$ cat config.mk
export PLATFORM = sky130hd
export DESIGN_NAME = sarseq_top
export DESIGN_NICKNAME = d
export VERILOG_FILES = /design/src/sarseq_pkg.sv /design/src/sarseq_top.sv
export SDC_FILE = /design/constraint.sdc
export NUM_CORES = 1
export LEC_CHECK = 0
export ABC_AREA = 1
export BUFFER_PORTS_ARGS = -buffer_cell sky130_fd_sc_hd__buf_4
export CAP_MARGIN = 20
export CORE_MARGIN = 4
export CORE_UTILIZATION = 35
export DETAILED_ROUTE_END_ITERATION = 7
export GPL_ROUTABILITY_DRIVEN = 1
export MAX_ROUTING_LAYER = met4
export PLACE_DENSITY = 0.58
export SLEW_MARGIN = 25
export SYNTH_ARGS = -nofsm -noshare
export SYNTH_HDL_FRONTEND = slang
export SYNTH_SLANG_ARGS = --single-unit
$ cat constraint.sdc
create_clock -name I_CLK -period 6.61 [get_ports I_CLK]
set_input_delay 1.322 -clock I_CLK [delete_from_list [all_inputs] [get_ports I_CLK]]
set_output_delay 1.322 -clock I_CLK [all_outputs]
set_load 0.01 [all_outputs]
$ cat src/sarseq_pkg.sv
/*
 * Constants, register map and field layout of the successive-approximation
 * converter sequencer.
 * Assumes one 25 MHz clock and an analog core that samples, converts and
 * trims offset under the sequencer's control.
 */
// Functional notes
// [RULE1] Results at 8, 10 or 12 bits; 14 bits with averaging.
// [RULE2] Eight channels 0..7, each selecting any pin, supply or divided rail.
// [RULE3] Every result is a 16-bit two's complement value.
// [RULE4] Single-ended by default; negative input then grounded internally.
// [RULE5] Result scales by two to resolution minus m, m set by mode.
// [RULE6] Reference choice zero selects the internal reference.
// [RULE7] Offset trim task raises trim, conversion and result events.
// [RULE8] Non-zero positive selection picks the input and enables the channel.
// [RULE9] Negative selection only matters on differential channels.
// [RULE10] One enabled channel gives one-shot; two or more give scan.
// [RULE11] Software never combines scan with averaging.
// [RULE12] Status shows a conversion in progress, dropping after each one.
// [RULE13] Sample task connects the capacitor for acquisition time, then converts.
// [RULE14] Conversion event once per individual sample in every mode.
// [RULE15] Without averaging the result event coincides with conversion event.
// [RULE16] Internal pacing: one sample task repeats at the period; stop ends it.
// [RULE17] Software uses one channel only with internal pacing.
// [RULE18] Trigger rate stays below one over acquisition plus conversion time.
// [RULE19] Averaging gathers two to the N samples per stored result.
// [RULE20] Burst flag takes all averaging samples back to back on one task.
// [RULE21] With averaging the result event waits for a complete average.
// [RULE22] Software never shares an analog pin with the comparator.
// [RULE23] In scan each sample task converts every enabled channel once.
// [RULE24] Buffer-full event at capacity; samples sign-extended to 16 bits.
// [RULE25] Stop task ends sampling and always raises the halted event.
// [RULE26] Averaged result is the sum divided by two to the N.
// [RULE27] Scan visits enabled channels in ascending index order.
package sarseq_pkg;
    // --------
    // Register byte addresses
    // --------
    localparam logic [7:0] ADR_CH0 = 8'h00;
    localparam logic [7:0] ADR_RES = 8'h20;
    localparam logic [7:0] ADR_AVG = 8'h24;
    localparam logic [7:0] ADR_RATE = 8'h28;
    localparam logic [7:0] ADR_CAP = 8'h2c;
    localparam logic [7:0] ADR_STAT = 8'h30;
    localparam logic [7:0] ADR_AMT = 8'h34;
    localparam logic [7:0] ADR_LAST = 8'h38;
    // --------
    // Channel configuration fields
    // --------
    localparam int CFG_W = 14;
    localparam int PSEL_LSB = 0;
    localparam int NSEL_LSB = 4;
    localparam int SEL_W = 4;
    localparam int DIFF_BIT = 8;
    localparam int BURST_BIT = 9;
    localparam int ACQUISITION_TIME_LSB = 10;
    localparam int REF_BIT = 13;
    localparam logic [CFG_W-1:0] CFG_RST = 14'h0000;
    // Input selection codes: 1..8 analog pins, then supply and rail fifth.
    localparam logic [3:0] SEL_NONE = 4'h0;
    localparam logic [3:0] SEL_SUPPLY = 4'h9;
    localparam logic [3:0] SEL_HIGH_RAIL_FIFTH = 4'ha;
    localparam logic [3:0] SEL_GND = 4'hf;
    // --------
    // Other fields and limits
    // --------
    localparam logic [1:0] RES_RST = 2'h1;
    localparam logic [3:0] AVG_MAX = 4'h8;
    localparam int PER_W = 11;
    localparam int RATE_MODE_BIT = 12;
    localparam int CAP_W = 15;
    localparam int FULL_SCALE_BITS = 14;
    // --------
    // Timing
    // --------
    localparam int CLK_HZ = 25_000_000;
    localparam int ACQUISITION_TIME_US [0:5] = '{3, 5, 10, 15, 20, 40};

    // Acquisition codes above five fall back to the longest time.
    function automatic logic [10:0] acquisition_time_cycles(input logic [2:0] code);
        int idx;
        idx = (code > 3'h5) ? 5 : int'(code);
        return 11'(ACQUISITION_TIME_US[idx] * (CLK_HZ / 1_000_000));
    endfunction : acquisition_time_cycles

    typedef enum logic [4:0] {
        ST_IDLE = 5'b00001,
        ST_ACQ = 5'b00010,
        ST_CONV = 5'b00100,
        ST_TRIM = 5'b01000,
        ST_PACE = 5'b10000
    } sarseq_state_e;
endpackage : sarseq_pkg

$ cat src/sarseq_top.sv
/*
 * Sequencer of the successive-approximation converter: register file,
 * channel scan, acquisition timing, averaging, pacing and events.
 * Assumes tasks are one-cycle pulses synchronous to I_CLK, and that the
 * analog core returns a signed code at 14-bit single-ended scale.
 */
`timescale 1ns/1ps
module sarseq_top (
    input wire logic I_CLK, // 25 MHz clock.
    input wire logic I_RST_N, // Synchronous reset, active low.
    input wire logic [7:0] I_ADDR, // Register byte address.
    input wire logic [31:0] I_WDATA, // Write data.
    input wire logic I_WR, // Write strobe.
    input wire logic I_RD, // Read strobe.
    output logic [31:0] O_RDATA, // Read data, cycle after strobe.
    input wire logic I_TASK_START, // Rearm the result buffer.
    input wire logic I_TASK_SAMPLE, // Convert trigger.
    input wire logic I_TASK_STOP, // Stop sampling.
    input wire logic I_TASK_TRIM, // Offset trim request.
    output logic O_CORE_SAMPLE, // Sampling capacitor connected.
    output logic O_CORE_CONVERT, // Core converting.
    output logic [3:0] O_CORE_PSEL, // Positive input to core.
    output logic [3:0] O_CORE_NSEL, // Negative input to core.
    output logic O_CORE_REF, // Reference choice to core.
    output logic O_CORE_DIFF, // Differential mode to core.
    input wire logic I_CORE_DONE, // Core conversion finished.
    input wire logic [15:0] I_CORE_CODE, // Signed core code.
    output logic O_TRIM_REQ, // Offset trim running.
    input wire logic I_TRIM_DONE, // Offset trim finished.
    output logic O_RES_VALID, // Result word to DMA path.
    output logic [15:0] O_RES_DATA, // Result, two's complement.
    output logic [2:0] O_RES_CHAN, // Channel of the result.
    output logic O_EV_DONE, // One sample taken.
    output logic O_EV_RESULT, // Result stored.
    output logic O_EV_TRIM, // Offset trim complete.
    output logic O_EV_FULL, // Buffer capacity reached.
    output logic O_EV_HALT // Sampling halted.
);
    import sarseq_pkg::*;

    // --------
    // Configuration registers
    // --------
    logic [CFG_W-1:0] ch_cfg_reg [8];
    logic [CFG_W-1:0] ch_cfg_next [8];
    logic [1:0] res_reg, res_next;
    logic [3:0] avg_reg, avg_next;
    logic rate_mode_reg, rate_mode_next;
    logic [PER_W-1:0] per_reg, per_next;
    logic [CAP_W-1:0] cap_reg, cap_next;

    // Writes to unmapped addresses are dropped.
    always_comb begin
        ch_cfg_next = ch_cfg_reg;
        res_next = res_reg;
        avg_next = avg_reg;
        rate_mode_next = rate_mode_reg;
        per_next = per_reg;
        cap_next = cap_reg;
        if (I_WR) begin
            if (I_ADDR < ADR_RES && I_ADDR[1:0] == 2'h0) begin
                ch_cfg_next[I_ADDR[4:2]] = I_WDATA[CFG_W-1:0]; // RULE2
            end
            if (I_ADDR == ADR_RES) begin
                res_next = I_WDATA[1:0]; // RULE1
            end
            if (I_ADDR == ADR_AVG) begin
                avg_next = (I_WDATA[3:0] > AVG_MAX) ? AVG_MAX : I_WDATA[3:0];
            end
            if (I_ADDR == ADR_RATE) begin
                per_next = I_WDATA[PER_W-1:0];
                rate_mode_next = I_WDATA[RATE_MODE_BIT];
            end
            if (I_ADDR == ADR_CAP) begin
                cap_next = I_WDATA[CAP_W-1:0];
            end
        end
    end

    always_ff @(posedge I_CLK) begin
        if (!I_RST_N) begin
            for (int i = 0; i < 8; i++) begin
                ch_cfg_reg[i] <= CFG_RST;
            end
            res_reg <= RES_RST;
            avg_reg <= 4'h0;
            rate_mode_reg <= 1'b0;
            per_reg <= '0;
            cap_reg <= '0;
        end else begin
            ch_cfg_reg <= ch_cfg_next;
            res_reg <= res_next;
            avg_reg <= avg_next;
            rate_mode_reg <= rate_mode_next;
            per_reg <= per_next;
            cap_reg <= cap_next;
        end
    end

    // --------
    // Channel enables and scan order
    // --------
    logic [7:0] chan_en;
    logic [2:0] cur_reg, cur_next;

    // A channel is enabled purely by a non-zero positive selection.
    for (genvar g = 0; g < 8; g++) begin : g_en
        assign chan_en[g] = ch_cfg_reg[g][PSEL_LSB +: SEL_W] != SEL_NONE; // RULE8
    end

    logic scan_mode;
    logic [2:0] first_idx, nxt_idx;
    logic nxt_found;

    // Two or more set bits mean scan; ascending order via priority search.
    assign scan_mode = (chan_en & (chan_en - 8'h01)) != 8'h00; // RULE10
    always_comb begin
        first_idx = 3'h0;
        nxt_idx = 3'h0;
        nxt_found = 1'b0;
        for (int i = 7; i >= 0; i--) begin
            if (chan_en[i]) begin
                first_idx = 3'(i); // RULE27
            end
            if (chan_en[i] && i > int'(cur_reg)) begin
                nxt_idx = 3'(i); // RULE27
                nxt_found = 1'b1;
            end
        end
    end

    // --------
    // Sequencer
    // --------
    sarseq_state_e state_reg, state_next;
    logic [10:0] acq_reg, acq_next;
    logic [PER_W-1:0] pace_reg, pace_next;
    logic pace_on_reg, pace_on_next;
    logic [7:0] avg_cnt_reg, avg_cnt_next;
    logic [23:0] acc_reg, acc_next;
    logic busy_reg, busy_next;
    logic [CAP_W-1:0] amt_reg, amt_next;
    logic full_reg, full_next;
    logic res_v_reg, res_v_next;
    logic [15:0] res_reg_d, res_d_next;
    logic [2:0] res_ch_reg, res_ch_next;
    logic ev_done_reg, ev_done_next;
    logic ev_res_reg, ev_res_next;
    logic ev_trim_reg, ev_trim_next;
    logic ev_full_reg, ev_full_next;
    logic ev_halt_reg, ev_halt_next;

    logic [CFG_W-1:0] cur_cfg;
    logic cur_diff;
    logic [4:0] shift;
    logic [15:0] sample;
    logic [23:0] sum;
    logic [7:0] avg_mask;
    logic pace_tick;

    assign cur_cfg = ch_cfg_reg[cur_reg];
    assign cur_diff = cur_cfg[DIFF_BIT];
    // Drop to the selected resolution; a differential channel loses one bit.
    assign shift = 5'(FULL_SCALE_BITS) - {2'h0, res_reg, 1'b0} - 5'h8
        + {4'h0, cur_diff}; // RULE5
    assign sample = 16'($signed(I_CORE_CODE) >>> shift); // RULE3
    assign sum = acc_reg + {{8{sample[15]}}, sample}; // RULE24
    // Averaging is forced off in scan so channels never mix in one sum.
    assign avg_mask = scan_mode ? 8'h00
        : 8'((9'h001 << avg_reg) - 9'h001); // RULE19
    assign pace_tick = pace_on_reg && pace_reg == '0;

    always_comb begin
        state_next = state_reg;
        cur_next = cur_reg;
        acq_next = acq_reg;
        pace_next = pace_reg;
        pace_on_next = pace_on_reg;
        avg_cnt_next = avg_cnt_reg;
        acc_next = acc_reg;
        amt_next = amt_reg;
        full_next = full_reg;
        res_v_next = 1'b0;
        res_d_next = res_reg_d;
        res_ch_next = res_ch_reg;
        ev_done_next = 1'b0;
        ev_res_next = 1'b0;
        ev_trim_next = 1'b0;
        ev_full_next = 1'b0;
        ev_halt_next = 1'b0;
        busy_next = 1'b0;
        // The pacing counter runs free while armed, so the rate is exact.
        if (pace_on_reg) begin
            pace_next = pace_tick ? per_reg - 11'h001 : pace_reg - 11'h001; // RULE16
        end
        if (I_TASK_START) begin
            amt_next = '0;
            full_next = 1'b0;
        end
        unique case (state_reg)
            ST_IDLE: begin
                if (I_TASK_TRIM) begin
                    state_next = ST_TRIM; // RULE7
                end else if (I_TASK_SAMPLE && chan_en != 8'h00) begin
                    state_next = ST_ACQ; // RULE13
                    cur_next = first_idx;
                    if (rate_mode_reg && !scan_mode) begin
                        pace_on_next = 1'b1; // RULE16
                        pace_next = per_reg - 11'h001;
                    end
                end
            end
            ST_PACE: begin
                if (pace_tick) begin
                    state_next = ST_ACQ; // RULE16
                    cur_next = first_idx;
                end
            end
            ST_ACQ: begin
                if (acq_reg == 11'h000) begin
                    state_next = ST_CONV; // RULE13
                end else begin
                    acq_next = acq_reg - 11'h001;
                end
            end
            ST_CONV: begin
                if (I_CORE_DONE) begin
                    ev_done_next = 1'b1; // RULE14
                    if (avg_cnt_reg != avg_mask) begin
                        acc_next = sum; // RULE19
                        avg_cnt_next = avg_cnt_reg + 8'h01;
                        if (cur_cfg[BURST_BIT]) begin
                            state_next = ST_ACQ; // RULE20
                        end else begin
                            state_next = pace_on_reg ? ST_PACE : ST_IDLE;
                        end
                    end else begin
                        acc_next = '0;
                        avg_cnt_next = 8'h00;
                        ev_res_next = 1'b1; // RULE15 RULE21
                        res_d_next = 16'($signed(sum) >>> (scan_mode ? 4'h0 : avg_reg)); // RULE26
                        res_ch_next = cur_reg;
                        if (!full_reg) begin
                            res_v_next = 1'b1;
                            amt_next = amt_reg + 15'h0001;
                            if (amt_reg + 15'h0001 == cap_reg) begin
                                full_next = 1'b1; // RULE24
                                ev_full_next = 1'b1; // RULE24
                            end
                        end
                        if (scan_mode && nxt_found) begin
                            state_next = ST_ACQ; // RULE23
                            cur_next = nxt_idx;
                        end else begin
                            state_next = pace_on_reg ? ST_PACE : ST_IDLE;
                        end
                    end
                end
            end
            ST_TRIM: begin
                if (I_TRIM_DONE) begin
                    state_next = ST_IDLE;
                    ev_trim_next = 1'b1; // RULE7
                    ev_done_next = 1'b1; // RULE7
                    ev_res_next = 1'b1; // RULE7
                end
            end
        endcase
        // Stop wins over every state change and reports even when already idle; a coinciding conversion end still raises its events.
        if (I_TASK_STOP) begin
            state_next = ST_IDLE; // RULE25
            pace_on_next = 1'b0; // RULE16
            acc_next = '0;
            avg_cnt_next = 8'h00;
            ev_halt_next = 1'b1; // RULE25
        end
        // Each entry into acquisition loads that channel's own time.
        if (state_next == ST_ACQ && state_reg != ST_ACQ) begin
            acq_next = acquisition_time_cycles(ch_cfg_reg[cur_next][ACQUISITION_TIME_LSB +: 3])
                - 11'h001; // RULE13
        end
        // Busy falls at the end of every conversion, for one cycle when another acquisition follows.
        busy_next = (state_next == ST_ACQ || state_next == ST_CONV
            || state_next == ST_TRIM) && !ev_done_next; // RULE12
    end

    always_ff @(posedge I_CLK) begin
        if (!I_RST_N) begin
            state_reg <= ST_IDLE;
            cur_reg <= 3'h0;
            acq_reg <= 11'h000;
            pace_reg <= '0;
            pace_on_reg <= 1'b0;
            avg_cnt_reg <= 8'h00;
            acc_reg <= '0;
            busy_reg <= 1'b0;
            amt_reg <= '0;
            full_reg <= 1'b0;
            res_v_reg <= 1'b0;
            res_reg_d <= 16'h0000;
            res_ch_reg <= 3'h0;
            ev_done_reg <= 1'b0;
            ev_res_reg <= 1'b0;
            ev_trim_reg <= 1'b0;
            ev_full_reg <= 1'b0;
            ev_halt_reg <= 1'b0;
        end else begin
            state_reg <= state_next;
            cur_reg <= cur_next;
            acq_reg <= acq_next;
            pace_reg <= pace_next;
            pace_on_reg <= pace_on_next;
            avg_cnt_reg <= avg_cnt_next;
            acc_reg <= acc_next;
            busy_reg <= busy_next;
            amt_reg <= amt_next;
            full_reg <= full_next;
            res_v_reg <= res_v_next;
            res_reg_d <= res_d_next;
            res_ch_reg <= res_ch_next;
            ev_done_reg <= ev_done_next;
            ev_res_reg <= ev_res_next;
            ev_trim_reg <= ev_trim_next;
            ev_full_reg <= ev_full_next;
            ev_halt_reg <= ev_halt_next;
        end
    end

    // --------
    // Read port
    // --------
    logic [31:0] rdata_reg, rdata_next;

    // Data stand only in the cycle after the strobe; unmapped reads give zero.
    always_comb begin
        rdata_next = 32'h0000_0000;
        if (I_RD) begin
            if (I_ADDR < ADR_RES && I_ADDR[1:0] == 2'h0) begin
                rdata_next = 32'(ch_cfg_reg[I_ADDR[4:2]]);
            end
            if (I_ADDR == ADR_RES) begin
                rdata_next = 32'(res_reg);
            end
            if (I_ADDR == ADR_AVG) begin
                rdata_next = 32'(avg_reg);
            end
            if (I_ADDR == ADR_RATE) begin
                rdata_next = 32'({rate_mode_reg, 1'b0, per_reg});
            end
            if (I_ADDR == ADR_CAP) begin
                rdata_next = 32'(cap_reg);
            end
            if (I_ADDR == ADR_STAT) begin
                rdata_next = 32'(busy_reg); // RULE12
            end
            if (I_ADDR == ADR_AMT) begin
                rdata_next = 32'(amt_reg);
            end
            if (I_ADDR == ADR_LAST) begin
                rdata_next = 32'(res_reg_d);
            end
        end
    end

    always_ff @(posedge I_CLK) begin
        if (!I_RST_N) begin
            rdata_reg <= 32'h0000_0000;
        end else begin
            rdata_reg <= rdata_next;
        end
    end

    // --------
    // Outputs
    // --------
    // Single-ended channels see ground on the negative side whatever is set.
    assign O_CORE_NSEL = cur_diff ? cur_cfg[NSEL_LSB +: SEL_W] : SEL_GND; // RULE4 RULE9
    assign O_CORE_PSEL = cur_cfg[PSEL_LSB +: SEL_W]; // RULE2
    assign O_CORE_REF = cur_cfg[REF_BIT]; // RULE6
    assign O_CORE_DIFF = cur_diff; // RULE4
    assign O_CORE_SAMPLE = state_reg == ST_ACQ; // RULE13
    assign O_CORE_CONVERT = state_reg == ST_CONV;
    assign O_TRIM_REQ = state_reg == ST_TRIM; // RULE7
    assign O_RDATA = rdata_reg;
    assign O_RES_VALID = res_v_reg;
    assign O_RES_DATA = res_reg_d;
    assign O_RES_CHAN = res_ch_reg;
    assign O_EV_DONE = ev_done_reg;
    assign O_EV_RESULT = ev_res_reg;
    assign O_EV_TRIM = ev_trim_reg;
    assign O_EV_FULL = ev_full_reg;
    assign O_EV_HALT = ev_halt_reg;
endmodule : sarseq_top

==> flow_summary_export.csv, run 1 <==
group,metric,value,unit
run_status,status,"complete, no violations",
worst_hold_path,hold_path_class,"flip-flop to flip-flop",
cts,cts.sinks,266,
yosys,ys_seq_area_frac,0.325,
critical_path,path_max_fanout,14,
layout,largest_register_ffs,112,
sta,drv_slew,0,
critical_path,path_class,"flip-flop to flip-flop",
yosys,syn_avg_cell_area,6.75,sq um
yosys,yosys_register_bits,266,
cts,cts-htree-levels,2,
place,place_inst,3055,
sta,tightestPinTransition,0.976,ns
yosys,synth_ff_type,"dfxtp_1",
power_and_ir_drop,power.switching,1.32,mW
sta,final-hold-violation-count,0,
routing,via_per_inst,5.41,
sta,hold_slack,0.468,ns
yosys,synth_area,0.0164,sq mm
yosys,syn_inst,2428,
floorplan,core_area,0.0465,sq mm
layout,diodes,0,
floorplan,start_util,0.353,
power_and_ir_drop,ir_worst_vdd,0.146,mV
worst_hold_path,hold_depth,2,
routing,dr_total_vias,16900,
worst_hold_path,min_from,"acc_reg[18]",
cts,path_clk_slew,0.06,ns
power_and_ir_drop,p_clk_frac,0.434,
sta,rsz0062_at_grt,"no",
layout,syn2layout_area_growth,16.7,%
critical_path,critical_path_arrival,6.45,ns
global_routing,grt_pass1_vias,15900,
critical_path,regToRegSetupSlack,0.54,ns
layout,final_cell_mix,"nand2_1, nor2_1, dfxtp_1",
floorplan,die_w,224,um
floorplan,die-height,224,um
critical_path,r2r_cells,44,
routing,dr.pass1.iters,5,
run,drv_cap,0,
critical_path,r2r_start,"ch_cfg_reg[30]",
routing,finalWirelength,55400,um
cts,cts_hold_buf,0,
yosys,yosysWarnings,0,
critical_path,endpoint_kind,"flip-flop",
power_and_ir_drop,power_leakage,8.04,nW
sta,min_period,6.07,ns
yosys,ys_types,64,
sta,fmax,0.165,GHz
power_and_ir_drop,p_sw_frac,0.296,
cts,cts-root-buf,"clkbuf_16",
cts,clk_latency,0.53,ns
place,hpwlAfterDp,39300,um
routing,drtAntennaViolNets,0,
global_routing,track_usage,0.218,
critical_path,cpMostUsedCell,"nand2_1",
place,io_buffers,102,
power_and_ir_drop,seq_power_share,0.362,
worst_hold_path,min_to,"acc_reg[18]",
yosys,async_flop_share,0,
sta,slew_headroom,0.347,
layout,nNetsFinal,2613,
layout,final_common_cell,"nand2_1",
global_routing,grt_start_max_net_pins,92,
critical_path,cp_slowest_stage_delay,0.34,ns
critical_path,r2r-end,"acq_reg[10]",
sta,finalCritPeriodShare,0.918,
routing,drt_iter0_markers,1156,
floorplan,rows,79,
yosys,yosysTopAreaCell,"dfxtp_1",
cts,cts_tree,"done",
routing,drt_drc_violations_left,0,
sta,finalSetupViolCount,0,
critical_path,cp.required,6.99,ns
routing,wl_per_cell,17.7,um
critical_path,startpoint_type,"flip-flop",
power_and_ir_drop,power_density,233,mW/mm^2
sta,fin_skew,0.0144,ns
cts,clockBufferDepth,3,
power_and_ir_drop,comb_power_share,0.204,
power_and_ir_drop,intPower,3.14,mW
floorplan,die-area,0.0503,sq mm
cts,cts_buffers,34,
layout,drive_gt1_frac,0.118,
critical_path,crit_slowest_cell,"dfxtp_1",
yosys,synth_edf_count,0,
global_routing,grt_pass1_wl,86900,um
global_routing,antenna_found_initial,0,
floorplan,io_pins,136,
yosys,yosysTopAreaCellShare,0.325,
global_routing,overflow,0,
place,gp_routability_congestion,0.913,
layout,stdcell_count,3122,
yosys,synth.area.top_cells,"dfxtp_1, nand2_1, o21ai_0",
## worst max path at each step
stage	start	slack, ns	to
CTS	ch_cfg_reg[30]	0.05	acq_reg[10]
floorplan	I_TASK_SAMPLE	0.64	acq_reg[10]
detailed placement	I_TASK_SAMPLE	-0.1	acq_reg[10]
global route	ch_cfg_reg[86]	0.06	acq_reg[10]
global placement	I_TASK_SAMPLE	0.04	acq_reg[10]
finish	ch_cfg_reg[30]	0.54	acq_reg[10]
## cell type report
| class | count | area (sq um) |
|---|---|---|
| Clock buffer | 46 | 976 |
| Clock inverter | 12 | 181 |
| Fill cell | 4896 | 27300 |
| Inverter | 258 | 975 |
| Multi-Input combinational cell | 1777 | 9670 |
| Sequential cell | 266 | 5330 |
| Tap cell | 607 | 759 |
| Timing Repair Buffer | 156 | 1220 |
## routing by layer
metal  up-vias  global-route usage  part of all wire
met2       542               0.345              0.45
met4         0              0.0731             0.032
met1      7868               0.286              0.45
met3       102              0.0358             0.065
li1       8377                   -                 -
met5         -                   -                 0
## critical path: cells and delay by family (launching register included)
kind,cells,cell delay [ns]
adders and majority gates,5,1.35
AOI/OAI and AO/OA,3,0.45
and+or+nand+nor,33,3.47
DFF,1,0.34
buffers and inverters,3,0.30
## kinds of logic after synthesis
group           Yosys count  synth area share
fa+ha+maj                54            0.0426
buf+inv                 400            0.0971
flops                   266             0.325
xor+xnor                 56            0.0299
simple gates            936             0.244
compound gates          701             0.252
mux                      14           0.00855
other cells               1          0.000229
## power groups by stage
stage | Sequential [mW] | Clock (mW) | Combinational, mW
2_1_floorplan | 1.65 | 0 | 0.602
3_3_place_gp | 1.65 | 0 | 0.847
3_5_place_dp | 1.65 | 0 | 0.856
4_1_cts | 1.61 | 1.98 | 0.861
5_1_grt | 1.61 | 2.03 | 1.02
6_report | 1.62 | 1.94 | 0.911
## cells in the mapped netlist (32+ instances only)
cell type and number:
nor2_1 286, dfxtp_1 266, nand3_1 114, ha_1 51, xor2_1 41, o21ai_0 254, clkbuf_1 117, a21oi_1 167
inv_1 247, nand2_1 426, a211oi_1 107, o22ai_1 73, nor3_1 32
## per-stage QoR
step,TNS (ns),setup slack [ns],instance area (sq um),utilization,total power [mW]
2_1_floorplan,0,0.636,16400,-,2.25
3_3_place_gp,0,0.0391,17700,0.382,2.50
3_5_place_dp,-0.0995,-0.0995,17700,0.382,2.51
4_1_cts,0,0.0483,18900,0.407,4.46
5_1_grt,0,0.0643,19100,0.411,4.67
6_report,0,0.541,19100,0.411,4.46
## repair_timing
item                                   CTS  global route
gates cloned                             0             0
setup buffers                            3             5
gates resized for setup                  0            23
pin swaps                                1             3
setup endpoints to repair                1            15
endpoints found under the hold margin    0             0
No activity file was read; power rests on OpenSTA's default activity.
==> inputs of run 2 (changes only) <==
--- a/config.mk
+++ b/config.mk
@@ -12,2 +12,3 @@
 export CORE_UTILIZATION = 35
+export CTS_BUF_LIST = sky130_fd_sc_hd__clkbuf_4 sky130_fd_sc_hd__clkbuf_8 sky130_fd_sc_hd__clkbuf_16
 export DETAILED_ROUTE_END_ITERATION = 7
==> constraint.sdc (replaced) <==
create_clock -name I_CLK -period 7.15 [get_ports I_CLK]
set_input_delay 1.43 -clock I_CLK [delete_from_list [all_inputs] [get_ports I_CLK]]
set_output_delay 1.43 -clock I_CLK [all_outputs]
set_load 0.05 [all_outputs]
==> run 2 against run 1 <==
- clock skew is 0.0080 ns higher
- largest cell class unchanged
- largest power group unchanged
- via count hardly changed
- critical path depth is 8 lower
==> flow_summary_export.csv, run 2 (synthesis gave the netlist of run 1 again) <==
group,metric,value,unit
cts,cts-root-buf,"clkbuf_16",
cts,cts_tree,"done",
cts,cts.sinks,266,
floorplan,die-area,0.0503,sq mm
sta,rsz0062_at_grt,"no",
routing,drt_drc_violations_left,0,
power_and_ir_drop,comb_power_share,0.201,
power_and_ir_drop,seq_power_share,0.359,
global_routing,grt_start_max_net_pins,72,
routing,drt_iter0_markers,1220,
power_and_ir_drop,ir_worst_vdd,0.121,mV
place,io_buffers,102,
cts,cts_buffers,34,
global_routing,grt_pass1_vias,15700,
power_and_ir_drop,power_density,220,mW/mm^2
sta,tightestPinTransition,0.999,ns
place,post_dp_cell_area,0.0176,sq mm
place,hpwlAfterDp,39200,um
floorplan,start_util,0.353,
layout,stdcell_count,3104,
run,drv_cap,0,
critical_path,cp.required,7.54,ns
sta,drv_slew,0,
floorplan,io_pins,136,
floorplan,die-height,224,um
sta,fin_setup_tns,0,ns
sta,fmax,0.152,GHz
layout,final_cell_mix,"nand2_1, nor2_1, dfxtp_1",
layout,diodes,0,
power_and_ir_drop,p_sw_frac,0.297,
place,gp_routability_congestion,0.914,
global_routing,track_usage,0.215,
power_and_ir_drop,intPower,2.93,mW
sta,fin_skew,0.0223,ns
power_and_ir_drop,power_leakage,7.96,nW
worst_hold_path,hold_path_class,"flip-flop to flip-flop",
power_and_ir_drop,power.switching,1.23,mW
sta,finalCritPeriodShare,0.920,
place,place_inst,3044,
sta,min_period,6.58,ns
cts,path_clk_slew,0.06,ns
critical_path,regToRegSetupSlack,0.57,ns
routing,finalWirelength,54400,um
layout,final_common_cell,"nand2_1",
global_routing,antenna_found_initial,2,
critical_path,startpoint_type,"flip-flop",
layout,nNetsFinal,2596,
routing,wl_per_cell,17.5,um
sta,finalSetupViolCount,0,
floorplan,die_w,224,um
critical_path,path_max_fanout,13,
layout,largest_register_ffs,112,
layout,stdcell_area,0.0189,sq mm
critical_path,path_class,"flip-flop to flip-flop",
routing,via_per_inst,5.44,
power_and_ir_drop,p_clk_frac,0.440,
layout,syn2layout_area_growth,15.3,%
critical_path,critical_path_arrival,6.97,ns
run_status,status,"complete, no violations",
critical_path,cp_slowest_stage_delay,0.47,ns
layout,final_util,0.407,
layout,drive_gt1_frac,0.108,
sta,final-hold-violation-count,0,
cts,cts-htree-levels,2,
global_routing,grt_pass1_wl,85900,um
critical_path,crit_slowest_cell,"a221oi_1",
sta,slew_headroom,0.331,
floorplan,rows,79,
routing,drtAntennaViolNets,0,
critical_path,endpoint_kind,"flip-flop",
cts,clockBufferDepth,3,
global_routing,overflow,0,
routing,dr_total_vias,16900,
routing,dr.pass1.iters,7,
cts,clk_latency,0.52,ns
floorplan,core_area,0.0465,sq mm
critical_path,cpMostUsedCell,"nand2_1",
==> run 2: cell count changes in the layout (fill, tap and decap cells not counted), sizes merged <==
cell	change
buf	-17
clkbuf	+2
clkinvlp	-2
bufinv	+1
clkinv	-2
==> run 2: final cells by class <==
cell class,instances,area [sq um]
clock buffer,48,1000
clock inverter,9,178
fill,4858,27600
inverter,258,971
multi-input combinational,1777,9590
sequential,266,5330
tap,607,759
timing repair buffer,139,1070
==> run 2: path summary, 6_finish.rpt <==
path,from,end,cells after the start
worst min register to register,O_RES_DATA[15],O_RDATA[15],2
worst min-delay path,O_RES_DATA[15],O_RDATA[15],2
worst max-delay path,ch_cfg_reg[16],acq_reg[10],36
worst max register to register,ch_cfg_reg[16],acq_reg[10],36
==> run 2: what timing repair did <==
item                       4_1_cts  5_1_grt
setup endpoints to repair        0        1
hold buffers                     0        0
setup buffers                    0        3
resized for setup                0        3
==> run 2: stage by stage <==
| step | hold WS [ns] | power (mW) | setup WS [ns] |
|---|---|---|---|
| 6_report | 0.459 | 4.16 | 0.571 |
| 5_1_grt | 0.478 | 4.36 | 0.0485 |
| 4_1_cts | 0.469 | 4.19 | 0.408 |
| 3_5_place_dp | 0.463 | 2.35 | 0.102 |
| 3_3_place_gp | 0.457 | 2.34 | 0.304 |
| 2_1_floorplan | 0.449 | 2.13 | 1.04 |
==> run 2: routing by layer <==
layer  routed length, um  GRT usage  vias up
li1                    -          -     8346
met3                3360     0.0239       90
met1               25000      0.290     7854
met2               24800      0.345      586
met5                   0          -        -
met4                1290     0.0561        0
==> run 2: power by group through the flow <==
stage,combinational [mW],clock [mW],sequential [mW]
5_1_grt,0.933,1.93,1.49
4_1_cts,0.833,1.87,1.49
3_3_place_gp,0.816,0,1.53
6_report,0.834,1.83,1.49
2_1_floorplan,0.603,0,1.53
3_5_place_dp,0.828,0,1.53
==> run 2: critical path: cells and delay by family, from the launching register on <==
family	cells	cell delay, ns
AOI/OAI and AO/OA	5	1.25
adders and majority gates	5	1.51
buffers and inverters	3	0.26
DFF	1	0.38
and+or+nand+nor	23	3.03
==> inputs of run 3 (changes only) <==
- CORE_UTILIZATION: 35 -> 60
- PLACE_DENSITY: 0.58 -> 0.87
- REMOVE_ABC_BUFFERS: default -> 1
==> run 3 against run 2 <==
- critical path depth grew 6
- combinational power grew 0.6%
- clock power shrank 13%
- critical endpoint unchanged
- largest power group unchanged
- highest routed layer unchanged
==> flow_summary_export.csv, run 3 (synthesis gave the netlist of run 1 again) <==
group,metric,value,unit
routing,dr.pass1.iters,6,
sta,slew_headroom,0.326,
critical_path,endpoint,"acq_reg[10]",
power_and_ir_drop,comb_power_share,0.214,
sta,finalSetupViolCount,0,
sta,finalCritPeriodShare,0.922,
global_routing,overflow,0,
power_and_ir_drop,p_clk_frac,0.405,
place,post_dp_cell_area,0.0173,sq mm
run,drv_cap,0,
cts,cts_buffers,29,
sta,min_period,6.59,ns
run_status,status,"complete, no violations",
routing,drt_drc_violations_left,0,
global_routing,grt_start_max_net_pins,83,
global_routing,grt_pass1_vias,16500,
critical_path,cp_slowest_stage_delay,0.35,ns
floorplan,core_area,0.0269,sq mm
layout,syn2layout_area_growth,12.2,%
routing,dr_total_vias,17500,
cts,cts-htree-levels,1,
sta,tightestPinTransition,1.01,ns
critical_path,crit_slowest_cell,"a221oi_1",
global_routing,track_usage,0.339,
floorplan,die-height,173,um
cts,path_clk_slew,0.06,ns
floorplan,start_util,0.610,
power_and_ir_drop,power.switching,1.18,mW
global_routing,grt_pass1_wl,83300,um
layout,nNetsFinal,2590,
critical_path,path_max_fanout,15,
power_and_ir_drop,power.total,3.92,mW
sta,fin_setup_tns,0,ns
sta,rsz0062_at_grt,"no",
sta,hold_slack,0.471,ns
floorplan,io_pins,136,
routing,finalWirelength,51800,um
floorplan,die_w,173,um
place,io_buffers,102,
critical_path,path_depth,42,
critical_path,r2r-end,"acq_reg[10]",
cts,clockBufferDepth,3,
layout,final_common_cell,"nand2_1",
critical_path,cp.required,7.55,ns
cts,cts_tree,"done",
critical_path,cpMostUsedCell,"nand2_1",
critical_path,regToRegSetupSlack,0.56,ns
critical_path,setup.worst_path.start,"ch_cfg_reg[56]",
critical_path,r2r_cells,42,
cts,cts_hold_buf,0,
floorplan,die-area,0.0300,sq mm
power_and_ir_drop,power_leakage,7.86,nW
sta,drv_slew,0,
layout,largest_register_ffs,112,
layout,drive_gt1_frac,0.105,
layout,final_cell_mix,"nand2_1, nor2_1, dfxtp_1",
critical_path,crit_buf_inv,4,
cts,cts.sinks,266,
place,hpwlAfterDp,36500,um
routing,wl_per_cell,18.3,um
worst_hold_path,hold_path_class,"flip-flop to flip-flop",
critical_path,critical_path_arrival,6.99,ns
critical_path,startpoint_type,"flip-flop",
sta,fmax,0.152,GHz
power_and_ir_drop,p_sw_frac,0.301,
critical_path,endpoint_kind,"flip-flop",
cts,cts-root-buf,"clkbuf_16",
routing,drtAntennaViolNets,0,
power_and_ir_drop,intPower,2.74,mW
power_and_ir_drop,seq_power_share,0.381,
power_and_ir_drop,power_density,213,mW/mm^2
routing,drt_iter0_markers,1899,
sta,final-hold-violation-count,0,
layout,stdcell_area,0.0184,sq mm
layout,diodes,0,
global_routing,antenna_found_initial,0,
power_and_ir_drop,ir_worst_vdd,0.192,mV
floorplan,rows,60,
routing,via_per_inst,6.20,
cts,clk_latency,0.55,ns
critical_path,crit_family,"simple AND/OR/NAND/NOR gates",
critical_path,path_class,"flip-flop to flip-flop",
place,gp_routability_congestion,0.937,
sta,fin_skew,0.00919,ns
critical_path,r2r_start,"ch_cfg_reg[56]",
==> run 3: cell types whose count changed in the layout (fill, tap and decap cells not counted), sizes merged <==
| cell | delta |
|---|---|
| bufinv | -1 |
| inv | -1 |
| clkinvlp | +2 |
| buf | -1 |
| clkbuf | -8 |
| clkinv | +2 |
==> run 3: tightest hold or removal path: cells and delay by family, from the launching register on <==
| kind | cells | cell delay [ns] |
|---|---|---|
| flops | 1 | 0.31 |
| simple gates | 1 | 0.06 |
| compound gates | 1 | 0.05 |
==> run 3: worst min-delay path by stage <==
| stage | start | endpoint | slack (ns) | cells after the start |
|---|---|---|---|---|
| detailed placement | O_RES_DATA[15] | O_RDATA[15] | 0.46 | 2 |
| CTS | acc_reg[15] | acc_reg[15] | 0.47 | 2 |
| floorplan | acc_reg[15] | acc_reg[15] | 0.45 | 2 |
| finish | acc_reg[12] | acc_reg[12] | 0.47 | 2 |
| global route | acc_reg[0] | acc_reg[0] | 0.49 | 2 |
| global placement | O_RES_DATA[15] | O_RDATA[15] | 0.45 | 2 |
==> run 3: per-stage QoR <==
stage	util	setup WS (ns)	cells
4_1_cts	0.681	0.536	2826
3_5_place_dp	0.643	0.244	2775
5_1_grt	0.684	0.0388	2831
2_1_floorplan	-	0.272	2301
3_3_place_gp	0.643	0.442	2775
6_report	0.684	0.561	2831
==> run 3: final cells by class <==
| class | count | area [sq um] |
|---|---|---|
| Multi-Input combinational cell | 1777 | 9590 |
| Fill cell | 2364 | 8490 |
| Sequential cell | 266 | 5330 |
| Timing Repair Buffer | 138 | 1060 |
| Inverter | 258 | 971 |
| Clock buffer | 40 | 852 |
| Tap cell | 341 | 427 |
| Clock inverter | 11 | 160 |
==> run 3: layer usage <==
layer | global-route usage | share of wire
met1 | 0.437 | 0.40
met3 | 0.0493 | 0.10
met5 | - | 0
met4 | 0.143 | 0.048
met2 | 0.535 | 0.45
==> run 3: repair_timing <==
item,in CTS,in global routing
setup buffers,0,5
endpoints found under the setup margin,0,1
resized for setup,0,1
==> run 3: power by group through the flow <==
stage | logic, mW | clock network, mW | registers [mW]
floorplan | 0.569 | 0 | 1.53
global placement | 0.805 | 0 | 1.53
detailed placement | 0.825 | 0 | 1.53
CTS | 0.833 | 1.60 | 1.49
global route | 0.934 | 1.66 | 1.49
finish | 0.839 | 1.59 | 1.49
